**config.mk**
```make
export PLATFORM = sky130hd
export DESIGN_NAME = mqw_walker
export DESIGN_NICKNAME = d
export VERILOG_FILES = /design/src/hdl/mqw_pkg.sv /design/src/hdl/mqw_walker.sv
export SDC_FILE = /design/constraint.sdc
export NUM_CORES = 1
export LEC_CHECK = 0
export ABC_AREA = 1
export BUFFER_PORTS_ARGS = -buffer_cell sky130_fd_sc_hd__buf_4
export CORE_MARGIN = 2
export CORE_UTILIZATION = 44
export CTS_BUF_LIST = sky130_fd_sc_hd__clkbuf_8
export DETAILED_ROUTE_END_ITERATION = 6
export GPL_TIMING_DRIVEN = 0
export HOLD_SLACK_MARGIN = 0.05
export PLACE_DENSITY_LB_ADDON = 0.08
export SLEW_MARGIN = 20
export SYNTH_ARGS = -nofsm -noshare
export SYNTH_HDL_FRONTEND = slang
export SYNTH_SLANG_ARGS = --single-unit
```
**constraint.sdc**
```tcl
create_clock -name sys_clk -period 2.7 [get_ports sys_clk]
set_input_delay 0.135 -clock sys_clk [delete_from_list [all_inputs] [get_ports sys_clk]]
set_output_delay 0.135 -clock sys_clk [all_outputs]
set_load 0.01 [all_outputs]
```
**src/hdl/mqw_pkg.sv**
```systemverilog
// Constants for the message queue list walker.
// Assumes a byte-addressed shared traffic memory with 32-bit words.
// Notes on behaviour
// - Absent queue treated exactly like empty queue.
// - Zero descriptor or first data pointer: transmit empty.
// - Zero descriptor or first data pointer: receive empty.
// - Transmit end: zero next or following data.
// - Receive end: zero next or following data.
// - Frame table walk sends at most 32 frames.
package mqw_pkg;
   // List record layout, byte offsets within a record
   localparam int REC_DP_OFS = 0;
   localparam int REC_NP_OFS = 4;
   // Words are four bytes apart
   localparam int WORD_SHIFT = 2;
   // Descriptor table entry and stream tag codes
   localparam logic [1:0] KIND_TX0 = 2'h0;
   localparam logic [1:0] KIND_TX1 = 2'h1;
   localparam logic [1:0] KIND_RX = 2'h2;
   localparam logic [1:0] KIND_MF = 2'h3;
   // Completion codes
   localparam logic [1:0] CODE_NONE = 2'h0;
   localparam logic [1:0] CODE_EMPTY = 2'h1;
   localparam logic [1:0] CODE_END = 2'h2;
   localparam logic [1:0] CODE_MF_DONE = 2'h3;
   localparam logic [1:0] CODE_MF_ERR = 2'h0;
   // Frame table limits
   localparam int MF_MAX = 32;
   localparam int MF_CNT_W = 6;
   localparam int MF_REGION_SHIFT = 18;
   // Layout mode that keeps areas at address zero
   localparam logic [1:0] LAYOUT_FIXED = 2'h0;
   localparam int BUF_DEPTH = 2;

   typedef enum logic [3:0] {
      MQW_IDLE = 4'h0,
      MQW_RD_DESC = 4'h1,
      MQW_RD_DP = 4'h3,
      MQW_RD_NP = 4'h2,
      MQW_PUSH = 4'h6,
      MQW_WAIT = 4'h7,
      MQW_MF_RD = 4'h4,
      MQW_MF_PUSH = 4'hC
   } mqw_state_t;
endpackage : mqw_pkg

```
**src/hdl/mqw_walker.sv**
```systemverilog
// Linked-list queue and frame table walker with a two-entry out buffer.
// Assumes a single-outstanding memory read port and a consumer that
// pulses block_done once it has moved the block handed out last.
`timescale 1ns/1ps
module mqw_walker #(
   parameter int ADDR_W = 20,
   parameter int DATA_W = 32
) (
   // Clock, reset, enable
   input wire logic sys_clk,
   input wire logic rst_n,
   input wire logic ce,
   // Configuration from host
   input wire logic [1:0] memory_layout_mode,
   input wire logic [ADDR_W-1:0] queue_area_offset,
   input wire logic [ADDR_W-1:0] frame_table_offset,
   // Queue walk request
   input wire logic start_queue,
   input wire logic [1:0] queue_sel,
   input wire logic block_done,
   // Frame table request
   input wire logic start_mf,
   input wire logic [ADDR_W-1:0] mf_table_ptr,
   input wire logic [mqw_pkg::MF_CNT_W-1:0] mf_count,
   // Shared traffic memory read port
   output logic mem_req,
   output logic [ADDR_W-1:0] mem_addr,
   input wire logic mem_rvalid,
   input wire logic [DATA_W-1:0] mem_rdata,
   // Output stream
   output logic out_valid,
   input wire logic out_ready,
   output logic [DATA_W-1:0] out_data,
   output logic [1:0] out_kind,
   output logic out_last,
   // Status
   output logic busy,
   output logic done,
   output logic [1:0] done_code
);
   localparam int ENT_W = DATA_W + 3;

   if (ADDR_W > DATA_W ||
       ADDR_W <= mqw_pkg::MF_REGION_SHIFT) begin : g_bad_addr_w
      $error("mqw_walker: ADDR_W must be in 19..DATA_W");
   end

   mqw_pkg::mqw_state_t state_reg, state_next;
   logic [ADDR_W-1:0] addr_reg, addr_next;
   logic [ADDR_W-1:0] np_reg, np_next;
   logic [DATA_W-1:0] dp_reg, dp_next;
   logic [mqw_pkg::MF_CNT_W-1:0] cnt_reg, cnt_next;
   logic [mqw_pkg::MF_CNT_W-1:0] total_reg, total_next;
   logic [1:0] kind_reg, kind_next;
   logic first_reg, first_next;
   logic done_reg, done_next;
   logic [1:0] code_reg, code_next;
   logic push_valid, push_ready, push_last;
   logic [ADDR_W-1:0] rd_ptr, qa_base, ft_base, mf_end;
   logic [ADDR_W-1:0] mf_start;

   // Offsets only count once the host has moved the areas
   assign qa_base = (memory_layout_mode == mqw_pkg::LAYOUT_FIXED) ?
                    '0 : queue_area_offset;
   assign ft_base = (memory_layout_mode == mqw_pkg::LAYOUT_FIXED) ?
                    '0 : frame_table_offset;
   assign rd_ptr = mem_rdata[ADDR_W-1:0];
   assign mf_start = ft_base + mf_table_ptr;
   assign mf_end = mf_start +
      (ADDR_W'(mf_count - 1'b1) << mqw_pkg::WORD_SHIFT);
   assign mem_req = (state_reg == mqw_pkg::MQW_RD_DESC) ||
                    (state_reg == mqw_pkg::MQW_RD_DP) ||
                    (state_reg == mqw_pkg::MQW_RD_NP) ||
                    (state_reg == mqw_pkg::MQW_MF_RD);
   assign mem_addr = addr_reg;
   assign busy = (state_reg != mqw_pkg::MQW_IDLE);
   assign done = done_reg;
   assign done_code = code_reg;

   always_comb begin
      state_next = state_reg;
      addr_next = addr_reg;
      np_next = np_reg;
      dp_next = dp_reg;
      cnt_next = cnt_reg;
      total_next = total_reg;
      kind_next = kind_reg;
      first_next = first_reg;
      done_next = 1'b0;
      code_next = code_reg;
      push_valid = 1'b0;
      push_last = 1'b0;
      unique case (state_reg)
         mqw_pkg::MQW_IDLE: begin
            if (start_mf) begin
               kind_next = mqw_pkg::KIND_MF;
               // Oversized or region-crossing tables are refused
               if (mf_count == '0 ||
                   mf_count > mqw_pkg::MF_CNT_W'(mqw_pkg::MF_MAX) ||
                   mf_end[ADDR_W-1:mqw_pkg::MF_REGION_SHIFT] !=
                   mf_start[ADDR_W-1:mqw_pkg::MF_REGION_SHIFT]) begin
                  done_next = 1'b1;
                  code_next = mqw_pkg::CODE_MF_ERR;
               end else begin
                  addr_next = mf_start;
                  cnt_next = '0;
                  total_next = mf_count;
                  state_next = mqw_pkg::MQW_MF_RD;
               end
            end else if (start_queue) begin
               kind_next = queue_sel;
               first_next = 1'b1;
               addr_next = qa_base +
                  (ADDR_W'(queue_sel) << mqw_pkg::WORD_SHIFT);
               state_next = mqw_pkg::MQW_RD_DESC;
            end
         end
         mqw_pkg::MQW_RD_DESC: begin
            if (mem_rvalid) begin
               if (rd_ptr == '0) begin
                  done_next = 1'b1;
                  code_next = mqw_pkg::CODE_EMPTY;
                  state_next = mqw_pkg::MQW_IDLE;
               end else begin
                  np_next = rd_ptr;
                  addr_next = rd_ptr + ADDR_W'(mqw_pkg::REC_DP_OFS);
                  state_next = mqw_pkg::MQW_RD_DP;
               end
            end
         end
         mqw_pkg::MQW_RD_DP: begin
            if (mem_rvalid) begin
               if (rd_ptr == '0) begin
                  done_next = 1'b1;
                  code_next = first_reg ? mqw_pkg::CODE_EMPTY :
                              mqw_pkg::CODE_END;
                  state_next = mqw_pkg::MQW_IDLE;
               end else begin
                  dp_next = DATA_W'(rd_ptr);
                  addr_next = np_reg + ADDR_W'(mqw_pkg::REC_NP_OFS);
                  state_next = mqw_pkg::MQW_RD_NP;
               end
            end
         end
         mqw_pkg::MQW_RD_NP: begin
            if (mem_rvalid) begin
               np_next = rd_ptr;
               state_next = mqw_pkg::MQW_PUSH;
            end
         end
         mqw_pkg::MQW_PUSH: begin
            push_valid = 1'b1;
            push_last = (np_reg == '0);
            if (push_ready) state_next = mqw_pkg::MQW_WAIT;
         end
         mqw_pkg::MQW_WAIT: begin
            if (block_done) begin
               first_next = 1'b0;
               if (np_reg == '0) begin
                  done_next = 1'b1;
                  code_next = mqw_pkg::CODE_END;
                  state_next = mqw_pkg::MQW_IDLE;
               end else begin
                  addr_next = np_reg + ADDR_W'(mqw_pkg::REC_DP_OFS);
                  state_next = mqw_pkg::MQW_RD_DP;
               end
            end
         end
         mqw_pkg::MQW_MF_RD: begin
            if (mem_rvalid) begin
               dp_next = mem_rdata;
               state_next = mqw_pkg::MQW_MF_PUSH;
            end
         end
         mqw_pkg::MQW_MF_PUSH: begin
            push_valid = 1'b1;
            push_last = (cnt_reg == total_reg - 1'b1);
            if (push_ready) begin
               if (push_last) begin
                  done_next = 1'b1;
                  code_next = mqw_pkg::CODE_MF_DONE;
                  state_next = mqw_pkg::MQW_IDLE;
               end else begin
                  cnt_next = cnt_reg + 1'b1;
                  addr_next = addr_reg +
                     (ADDR_W'(1) << mqw_pkg::WORD_SHIFT);
                  state_next = mqw_pkg::MQW_MF_RD;
               end
            end
         end
         default: state_next = mqw_pkg::MQW_IDLE;
      endcase
   end

   always_ff @(posedge sys_clk or negedge rst_n) begin
      if (!rst_n) begin
         state_reg <= mqw_pkg::MQW_IDLE;
         addr_reg <= '0;
         np_reg <= '0;
         dp_reg <= '0;
         cnt_reg <= '0;
         total_reg <= '0;
         kind_reg <= mqw_pkg::KIND_TX0;
         first_reg <= 1'b0;
         done_reg <= 1'b0;
         code_reg <= mqw_pkg::CODE_NONE;
      end else if (ce) begin
         state_reg <= state_next;
         addr_reg <= addr_next;
         np_reg <= np_next;
         dp_reg <= dp_next;
         cnt_reg <= cnt_next;
         total_reg <= total_next;
         kind_reg <= kind_next;
         first_reg <= first_next;
         done_reg <= done_next;
         code_reg <= code_next;
      end
   end

   // Two-entry buffer: a stalled consumer holds the walker in a push state
   logic [ENT_W-1:0] buf_mem [mqw_pkg::BUF_DEPTH];
   logic [ENT_W-1:0] buf_mem_next [mqw_pkg::BUF_DEPTH];
   logic wr_ptr_reg, wr_ptr_next, rd_ptr_reg, rd_ptr_next;
   logic [1:0] buf_cnt_reg, buf_cnt_next;
   logic do_push, do_pop;

   assign push_ready = (buf_cnt_reg != 2'(mqw_pkg::BUF_DEPTH));
   assign out_valid = (buf_cnt_reg != 2'h0);
   assign do_push = push_valid && push_ready;
   assign do_pop = out_valid && out_ready;
   assign {out_kind, out_last, out_data} = buf_mem[rd_ptr_reg];

   always_comb begin
      buf_mem_next = buf_mem;
      wr_ptr_next = wr_ptr_reg;
      rd_ptr_next = rd_ptr_reg;
      if (do_push) begin
         buf_mem_next[wr_ptr_reg] = {kind_reg, push_last, dp_reg};
         wr_ptr_next = ~wr_ptr_reg;
      end
      if (do_pop) rd_ptr_next = ~rd_ptr_reg;
      buf_cnt_next = buf_cnt_reg + 2'(do_push) - 2'(do_pop);
   end

   always_ff @(posedge sys_clk or negedge rst_n) begin
      if (!rst_n) begin
         for (int i = 0; i < mqw_pkg::BUF_DEPTH; i++) buf_mem[i] <= '0;
         wr_ptr_reg <= 1'b0;
         rd_ptr_reg <= 1'b0;
         buf_cnt_reg <= 2'h0;
      end else if (ce) begin
         buf_mem <= buf_mem_next;
         wr_ptr_reg <= wr_ptr_next;
         rd_ptr_reg <= rd_ptr_next;
         buf_cnt_reg <= buf_cnt_next;
      end
   end
endmodule : mqw_walker

```
==> results.sh, run 1 <==
export IMPL_multi_input_area_um2=7020
export IMPL_vias=12300
export IMPL_nNetsFinal=2203
export IMPL_cp_required_ps=3120
export IMPL_max_freq_mhz=335
export IMPL_ys_warn_count=0
export IMPL_ys_top_cells_by_area="dfrtp_1, nand2_1, inv_1, o21ai_0, nand3_1"
export IMPL_arrival_ps=3410
export IMPL_dpl_worst_slack_ps=-1260
export IMPL_setup_slack_ps=-284
export IMPL_top_usage_layer="met2"
export IMPL_vias_per_cell=5.13
export IMPL_placed_area_um2=13300
export IMPL_leakagePower_nw=8.14
export IMPL_gr_usage_met2=0.484
export IMPL_diodes=0
export IMPL_drc_errors=0
export IMPL_clkTransAtPathRegs_ps=130
export IMPL_numClockSinks=168
export IMPL_ys_async_sr_fraction=1.00
export IMPL_final_max_slew_viol_count=0
export IMPL_cellPowerDensity_nw_per_um2=799
export IMPL_overflow=0
export IMPL_synth_cell_types=42
export IMPL_worstMarginPinSlew_ps=748
export IMPL_wl_per_cell_um=16.2
export IMPL_fin_area_um2=15600
export IMPL_drv_cap=0
export IMPL_grt_pass1_vias=11600
export IMPL_hold_slack_ps=71.1
export IMPL_synth_seq_cells=168
export IMPL_dieArea_um2=27300
export IMPL_portBuffers=169
export IMPL_start_util=0.444
export IMPL_r2r_start="state_reg[2]$_DFFE_PN0P_"
export IMPL_syn_inst=1749
export IMPL_synth_ff_type="dfrtp_1"
export IMPL_ir_worst_vdd_mv=0.413
export IMPL_clock_path_buffers=2
export IMPL_drt_first_pass_iters=5
export IMPL_min_delay_path_class="input port to flip-flop"
export IMPL_grt_pass1_wl_um=60000
export IMPL_antenna_found_initial=0
export IMPL_period_share=1.11
export IMPL_gp_congestion=0.944
export IMPL_regToRegEndpoint="mem_addr[0]$_DFFE_PN0P_"
export IMPL_crit_path_end="mem_addr[17]$_DFFE_PN0P_"
export IMPL_grtUsageMet3=0.0462
export IMPL_min_delay_start="mem_rdata[2]"
export IMPL_synth_area_um2=11400
export IMPL_critical_path_slowest_cell="ha_4"
export IMPL_largest_register_ffs=70
export IMPL_r2r_worst_path_cells=10
export IMPL_avgSynthCellArea_um2=6.54
export IMPL_crit_family="buffers and inverters"
export IMPL_fin_crit_ps=2980
export IMPL_crit_type="input port to flip-flop"
export IMPL_synth_nets=1903
export IMPL_drive_above_1_share=0.245
export IMPL_synth_top_area_share=0.367
export IMPL_clock_skew_ps=29.0
export IMPL_synth_edf_count=0
export IMPL_rsz0062_at_grt="true"
export IMPL_drt_iter0_markers=941
export IMPL_track_usage=0.284
export IMPL_core_area_um2=25800
export IMPL_hold_viol_final=0
export IMPL_htreeDepth=4
export IMPL_die_x_um=165
export IMPL_crit_path_start="memory_layout_mode[0]"
export IMPL_cts_tree="built"
export IMPL_worstPathMaxFanout=6
export IMPL_chipHeight_um=165
export IMPL_regToRegSetupSlack_ps=-70
export IMPL_root_buffer="clkbuf_8"
export IMPL_grt_max_degree=72
export IMPL_critical_path_buf_inv_count=13
export IMPL_crit_path_start_kind="input port"
export IMPL_violations="setup timing"
export IMPL_slew_headroom=0.500
export IMPL_antenna_left=0
export IMPL_cts_buffers=17
export IMPL_ios=171
export IMPL_cpPeakStageDelay_ps=240
export IMPL_regArea_um2=4200
export IMPL_num_rows=59
export IMPL_grtUsageMet1=0.358
export IMPL_end_kind="flip-flop"
export IMPL_filler_cell_count=2474
export IMPL_cp_depth=27
export IMPL_crit_top_cell="buf_4"
export IMPL_dp_hpwl_um=28800
export IMPL_clk_insertion_delay_late_ps=470
export IMPL_routed_wl_um=38900
export IMPL_status="complete, but fails checks"
export IMPL_area_growth_pct=36.4
export IMPL_finalSetupViolations=39
export IMPL_synth_top_area_cell="dfrtp_1"
export IMPL_yosysSeqAreaShare=0.367
-- synth_stat cells, types with 2 or more instances --
master / instances
a211oi_1: 3
a21oi_1: 31
a221oi_1: 2
a31oi_1: 3
and2_1: 2
buf_1: 3
buf_2: 9
clkbuf_1: 45
dfrtp_1: 168
fa_1: 2
ha_1: 42
inv_1: 231
inv_2: 13
nand2_1: 639
nand2_2: 3
nand3_1: 135
nand3b_1: 15
nand4_1: 27
nor2_1: 127
nor2_2: 6
nor3_1: 9
nor3b_1: 3
o2111ai_1: 2
o211ai_1: 8
o21ai_0: 143
o21ai_1: 25
o22ai_1: 10
or2_1: 3
or2_2: 6
xnor2_1: 4
xor2_1: 19
-- power by group --
part	switching, mW	leakage (nW)	internal, mW
Clock	1.11	0.202	0.723
Sequential	0.710	2.19	3.49
Combinational	3.91	5.75	2.53
-- worst reg2reg max path, stage by stage (launching register included) --
cell and delay, ps:
dfrtp_1 460, nand2_1 160, inv_2 100, nand2_2 180, nand2_1 100, nor2_1 580
clkbuf_1 590, nand2_1 220, o211ai_1 160, nand3_1 100, nand2_1 70
-- through the flow --
stage               TNS [ps]  cells   util  power (mW)
global placement      -42160   2253  0.515        9.75
global route          -13990   2397  0.606        13.5
floorplan             -13780   1749      -        7.65
detailed placement    -42600   2255  0.517        9.82
CTS                    -3520   2384  0.584        12.1
finish                 -8470   2397  0.606        12.5
-- cells in the final DEF, fill, tap and decap left out, drive strengths merged, types with 4 or more instances in the layout --
master,synthesis,final
clkinv,0,9
nand3,135,135
nand3b,15,15
nand2,643,644
inv,244,248
buf,13,250
o211ai,8,8
o22ai,10,10
nor3,9,9
ha,42,42
or2,9,9
dlygate4sd3,0,42
dfrtp,168,168
o21ai,168,168
a21oi,31,31
xor2,19,19
nor2,135,135
xnor2,4,4
nand4,27,27
clkbuf,45,64
-- layout make-up --
class / instances / share of cell area
Inverter: 244 / 0.0587
Clock inverter: 14 / 0.0103
Tap cell: 335 / 0.0268
Buffer: 58 / 0.0199
Sequential cell: 168 / 0.269
Multi-Input combinational cell: 1280 / 0.450
Timing Repair Buffer: 280 / 0.149
Clock buffer: 18 / 0.0159
-- worst min-delay path by stage --
stage / to / slack (ps) / cells past startpoint
4_1_cts: dp_reg[3]$_DFFE_PN0P_ / 50 / 3
5_1_grt: rd_ptr_reg$_DFFE_PN0P_ / 110 / 4
3_3_place_gp: dp_reg[28]$_DFFE_PN0P_ / 370 / 3
3_5_place_dp: buf_mem[45]$_DFFE_PN0P_ / 70 / 1
6_report: dp_reg[2]$_DFFE_PN0P_ / 70 / 3
2_1_floorplan: buf_cnt_reg[0]$_DFFE_PN0P_ / -160 / 0
-- layer usage --
metal,wire length [um],vias up
met2,18700,413
met1,16700,5691
li1,-,6135
met3,2130,68
met5,0,-
met4,1390,0
-- what timing repair did --
action,4_1_cts,5_1_grt
setup endpoints to repair,39,40
cloned,4,2
hold endpoints to repair,154,1
pin swaps,60,78
gates resized for setup,111,117
buffers inserted,52,10
hold buffers,41,1
-- cell families (layout without fill, tap and decap cells) --
group                    Yosys count  in the layout  synth area share
AND/OR/NAND/NOR                  979            980             0.356
buffers and inverters            302            614             0.101
AO/OA/AOI/OAI                    233            233             0.109
flip-flops                       168            168             0.367
adder cells (fa/ha/maj)           44             44            0.0494
XOR/XNOR                          23             23            0.0176
Power figures use the tool's default switching activity.
==> run 2: changes to the inputs <==
ABC_AREA = unset   (was 1)
==> results.sh, run 2 <==
export IMPL_crit_type="input port to flip-flop"
export IMPL_hold_viol_final=0
export IMPL_antenna_found_initial=0
export IMPL_synth_top_area_share=0.397
export IMPL_regArea_um2=4210
export IMPL_vias=9212
export IMPL_synth_top_area_cell="dfrtp_1"
export IMPL_rsz0062_at_grt="true"
export IMPL_fin_area_um2=13900
export IMPL_drive_above_1_share=0.367
export IMPL_chipHeight_um=159
export IMPL_clkTransAtPathRegs_ps=100
export IMPL_antenna_left=0
export IMPL_ir_worst_vdd_mv=0.352
export IMPL_synth_commonest_cells="dfrtp_1, mux2_2, nand2_1"
export IMPL_clock_skew_ps=19.1
export IMPL_ios=171
export IMPL_drt_first_pass_iters=6
export IMPL_max_freq_mhz=258
export IMPL_grt_pass1_wl_um=49900
export IMPL_worstMarginPinSlew_ps=953
export IMPL_final_common_cell="buf_4"
export IMPL_htreeDepth=4
export IMPL_yosysSeqAreaShare=0.397
export IMPL_wl_met1_um=13600
export IMPL_synth_xor_area_frac=0.0628
export IMPL_nNetsFinal=1456
export IMPL_end_kind="flip-flop"
export IMPL_clk_insertion_delay_late_ps=470
export IMPL_core_area_um2=23500
export IMPL_min_delay_path_class="input port to flip-flop"
export IMPL_synth_nets=1193
export IMPL_layoutNonFillerInstCount=1634
export IMPL_violations="setup timing"
export IMPL_min_delay_start="queue_area_offset[1]"
export IMPL_num_rows=56
export IMPL_synth_ff_type="dfrtp_1"
export IMPL_drt_iter0_markers=616
export IMPL_highest_layer="met4"
export IMPL_die_x_um=159
export IMPL_grt_pass1_vias=9206
export IMPL_status="complete, but fails checks"
export IMPL_yosysMostFrequentCell="dfrtp_1"
export IMPL_routed_wl_um=31300
export IMPL_cts_tree="built"
export IMPL_met3_length_um=1850
export IMPL_wl_per_cell_um=19.1
export IMPL_r2r_worst_path_cells=16
export IMPL_multi_input_area_um2=6450
export IMPL_yosys_area_share_simple=0.139
export IMPL_numClockSinks=168
export IMPL_avgSynthCellArea_um2=10.2
export IMPL_dpl_cell_count=1528
export IMPL_ys_top_cells_by_area="dfrtp_1, mux2_2, ha_1, xnor2_1, nand2_1"
export IMPL_period_share=1.44
export IMPL_fin_crit_ps=3880
export IMPL_overflow=0
export IMPL_synth_compound_area_share=0.146
export IMPL_placed_area_um2=12500
export IMPL_leakagePower_nw=6.25
export IMPL_synth_cell_types=74
export IMPL_crit_path_start="memory_layout_mode[1]"
export IMPL_gp_congestion=0.918
export IMPL_setup_slack_ps=-1180
export IMPL_hold_end="mem_addr[1]$_DFFE_PN0P_"
export IMPL_largest_register_ffs=70
export IMPL_synth_edf_count=0
export IMPL_root_buffer="clkbuf_8"
export IMPL_report_power_total_mw=13.0
export IMPL_final_max_slew_viol_count=0
export IMPL_muxShareOfSynthArea=0.171
export IMPL_synth_top_family_by_area="multiplexers"
export IMPL_drv_cap=0
export IMPL_syn_inst=1039
export IMPL_dpl_worst_slack_ps=-2440
export IMPL_wl_met2_um=14900
export IMPL_hold_depth=5
export IMPL_area_growth_pct=31.2
export IMPL_start_util=0.450
export IMPL_vias_per_cell=5.64
export IMPL_regToRegSetupSlack_ps=-930
export IMPL_portBuffers=169
export IMPL_dieArea_um2=25300
export IMPL_r2r_start="state_reg[2]$_DFFE_PN0P_"
export IMPL_finalSetupViolations=39
export IMPL_slew_headroom=0.362
export IMPL_grt_max_degree=90
export IMPL_drc_errors=0
export IMPL_cellPowerDensity_nw_per_um2=936
export IMPL_ys_async_sr_fraction=1.00
export IMPL_clock_path_buffers=2
export IMPL_crit_path_start_kind="input port"
export IMPL_cp_required_ps=3050
export IMPL_synth_seq_cells=168
export IMPL_mostFrequentLayoutCells="buf_4, dfrtp_1, mux2_2"
export IMPL_diodes=0
export IMPL_dp_hpwl_um=23300
export IMPL_filler_cell_count=2099
export IMPL_arrival_ps=4230
export IMPL_cts_buffers=17
export IMPL_ys_warn_count=0
export IMPL_regToRegEndpoint="mem_addr[18]$_DFFE_PN0P_"
export IMPL_track_usage=0.245
export IMPL_synthAdderAreaFrac=0.0534
export IMPL_synth_area_um2=10600
export IMPL_worstPathMaxFanout=6
[run 2: how the worst max path moves through the flow]
| stage | cells after the start | slack [ps] | endpoint |
|---|---|---|---|
| 6_report | 21 | -1180 | state_reg[3]$_DFFE_PN0P_ |
| 5_1_grt | 25 | -1290 | state_reg[1]$_DFFE_PN0P_ |
| 4_1_cts | 22 | -1230 | mem_addr[16]$_DFFE_PN0P_ |
| 3_5_place_dp | 21 | -2440 | mem_addr[12]$_DFFE_PN0P_ |
| 3_3_place_gp | 21 | -2420 | mem_addr[12]$_DFFE_PN0P_ |
| 2_1_floorplan | 22 | -1400 | mem_addr[12]$_DFFE_PN0P_ |
[run 2: per-stage QoR]
stage	util	TNS (ps)	hold WS [ps]
after global placement	0.528	-86480	353
after CTS	0.581	-42580	85.4
after global routing	0.591	-47050	115
after detailed placement	0.530	-87990	175
final	0.591	-41110	102
after floorplan	-	-49230	-161
[run 2: where the power goes]
group,internal (mW),switching (mW),total (mW),leakage [nW]
logic,3.34,3.18,6.51,3.91
clock network,0.780,1.07,1.85,0.197
registers,3.63,1.02,4.66,2.15
total,7.75,5.28,13.0,6.25
[run 2: logic make-up (layout without fill, tap and decap cells)]
| family | after synthesis | in the layout |
|---|---|---|
| AO/OA/AOI/OAI | 218 | 218 |
| buffers and inverters | 80 | 356 |
| multiplexers | 161 | 161 |
| flip-flops | 168 | 168 |
| AND/OR/NAND/NOR | 292 | 292 |
| XOR/XNOR | 76 | 76 |
| adder cells (fa/ha/maj) | 44 | 44 |
[run 2: routing by layer]
metal  up-vias  GRT usage
met5         -          0
met4         0     0.0901
met3        60     0.0461
met2       323      0.407
met1      4477      0.320
li1       4352          -
[run 2: layout make-up]
class	instances	share of cell area
buffer	50	0.0205
clock buffer	17	0.0168
clock inverter	15	0.0129
inverter	29	0.00783
multi-input combinational	791	0.464
sequential	168	0.302
tap	319	0.0287
timing repair buffer	245	0.147
[run 2: what timing repair did]
action	in CTS	in global routing
pin swaps	32	19
endpoints found under the setup margin	39	126
endpoints found under the hold margin	140	0
gates resized for setup	42	43
setup buffers	20	8
cloned	1	1
hold buffers	45	0
[run 2: critical path, stage by stage]
cell and delay, ps:
buf_8 100, or2_4 290, buf_8 140, and2_4 130, ha_4 260, a21oi_2 120
o21ai_1 100, or3_1 370, o21bai_2 190, o22ai_2 110, o21a_1 180, nor2_1 120
xnor2_1 100, ha_1 310, nand4_1 150, or4_4 570, a21oi_4 240, buf_4 150
buf_6 100, nor2_4 60, mux2_4 300
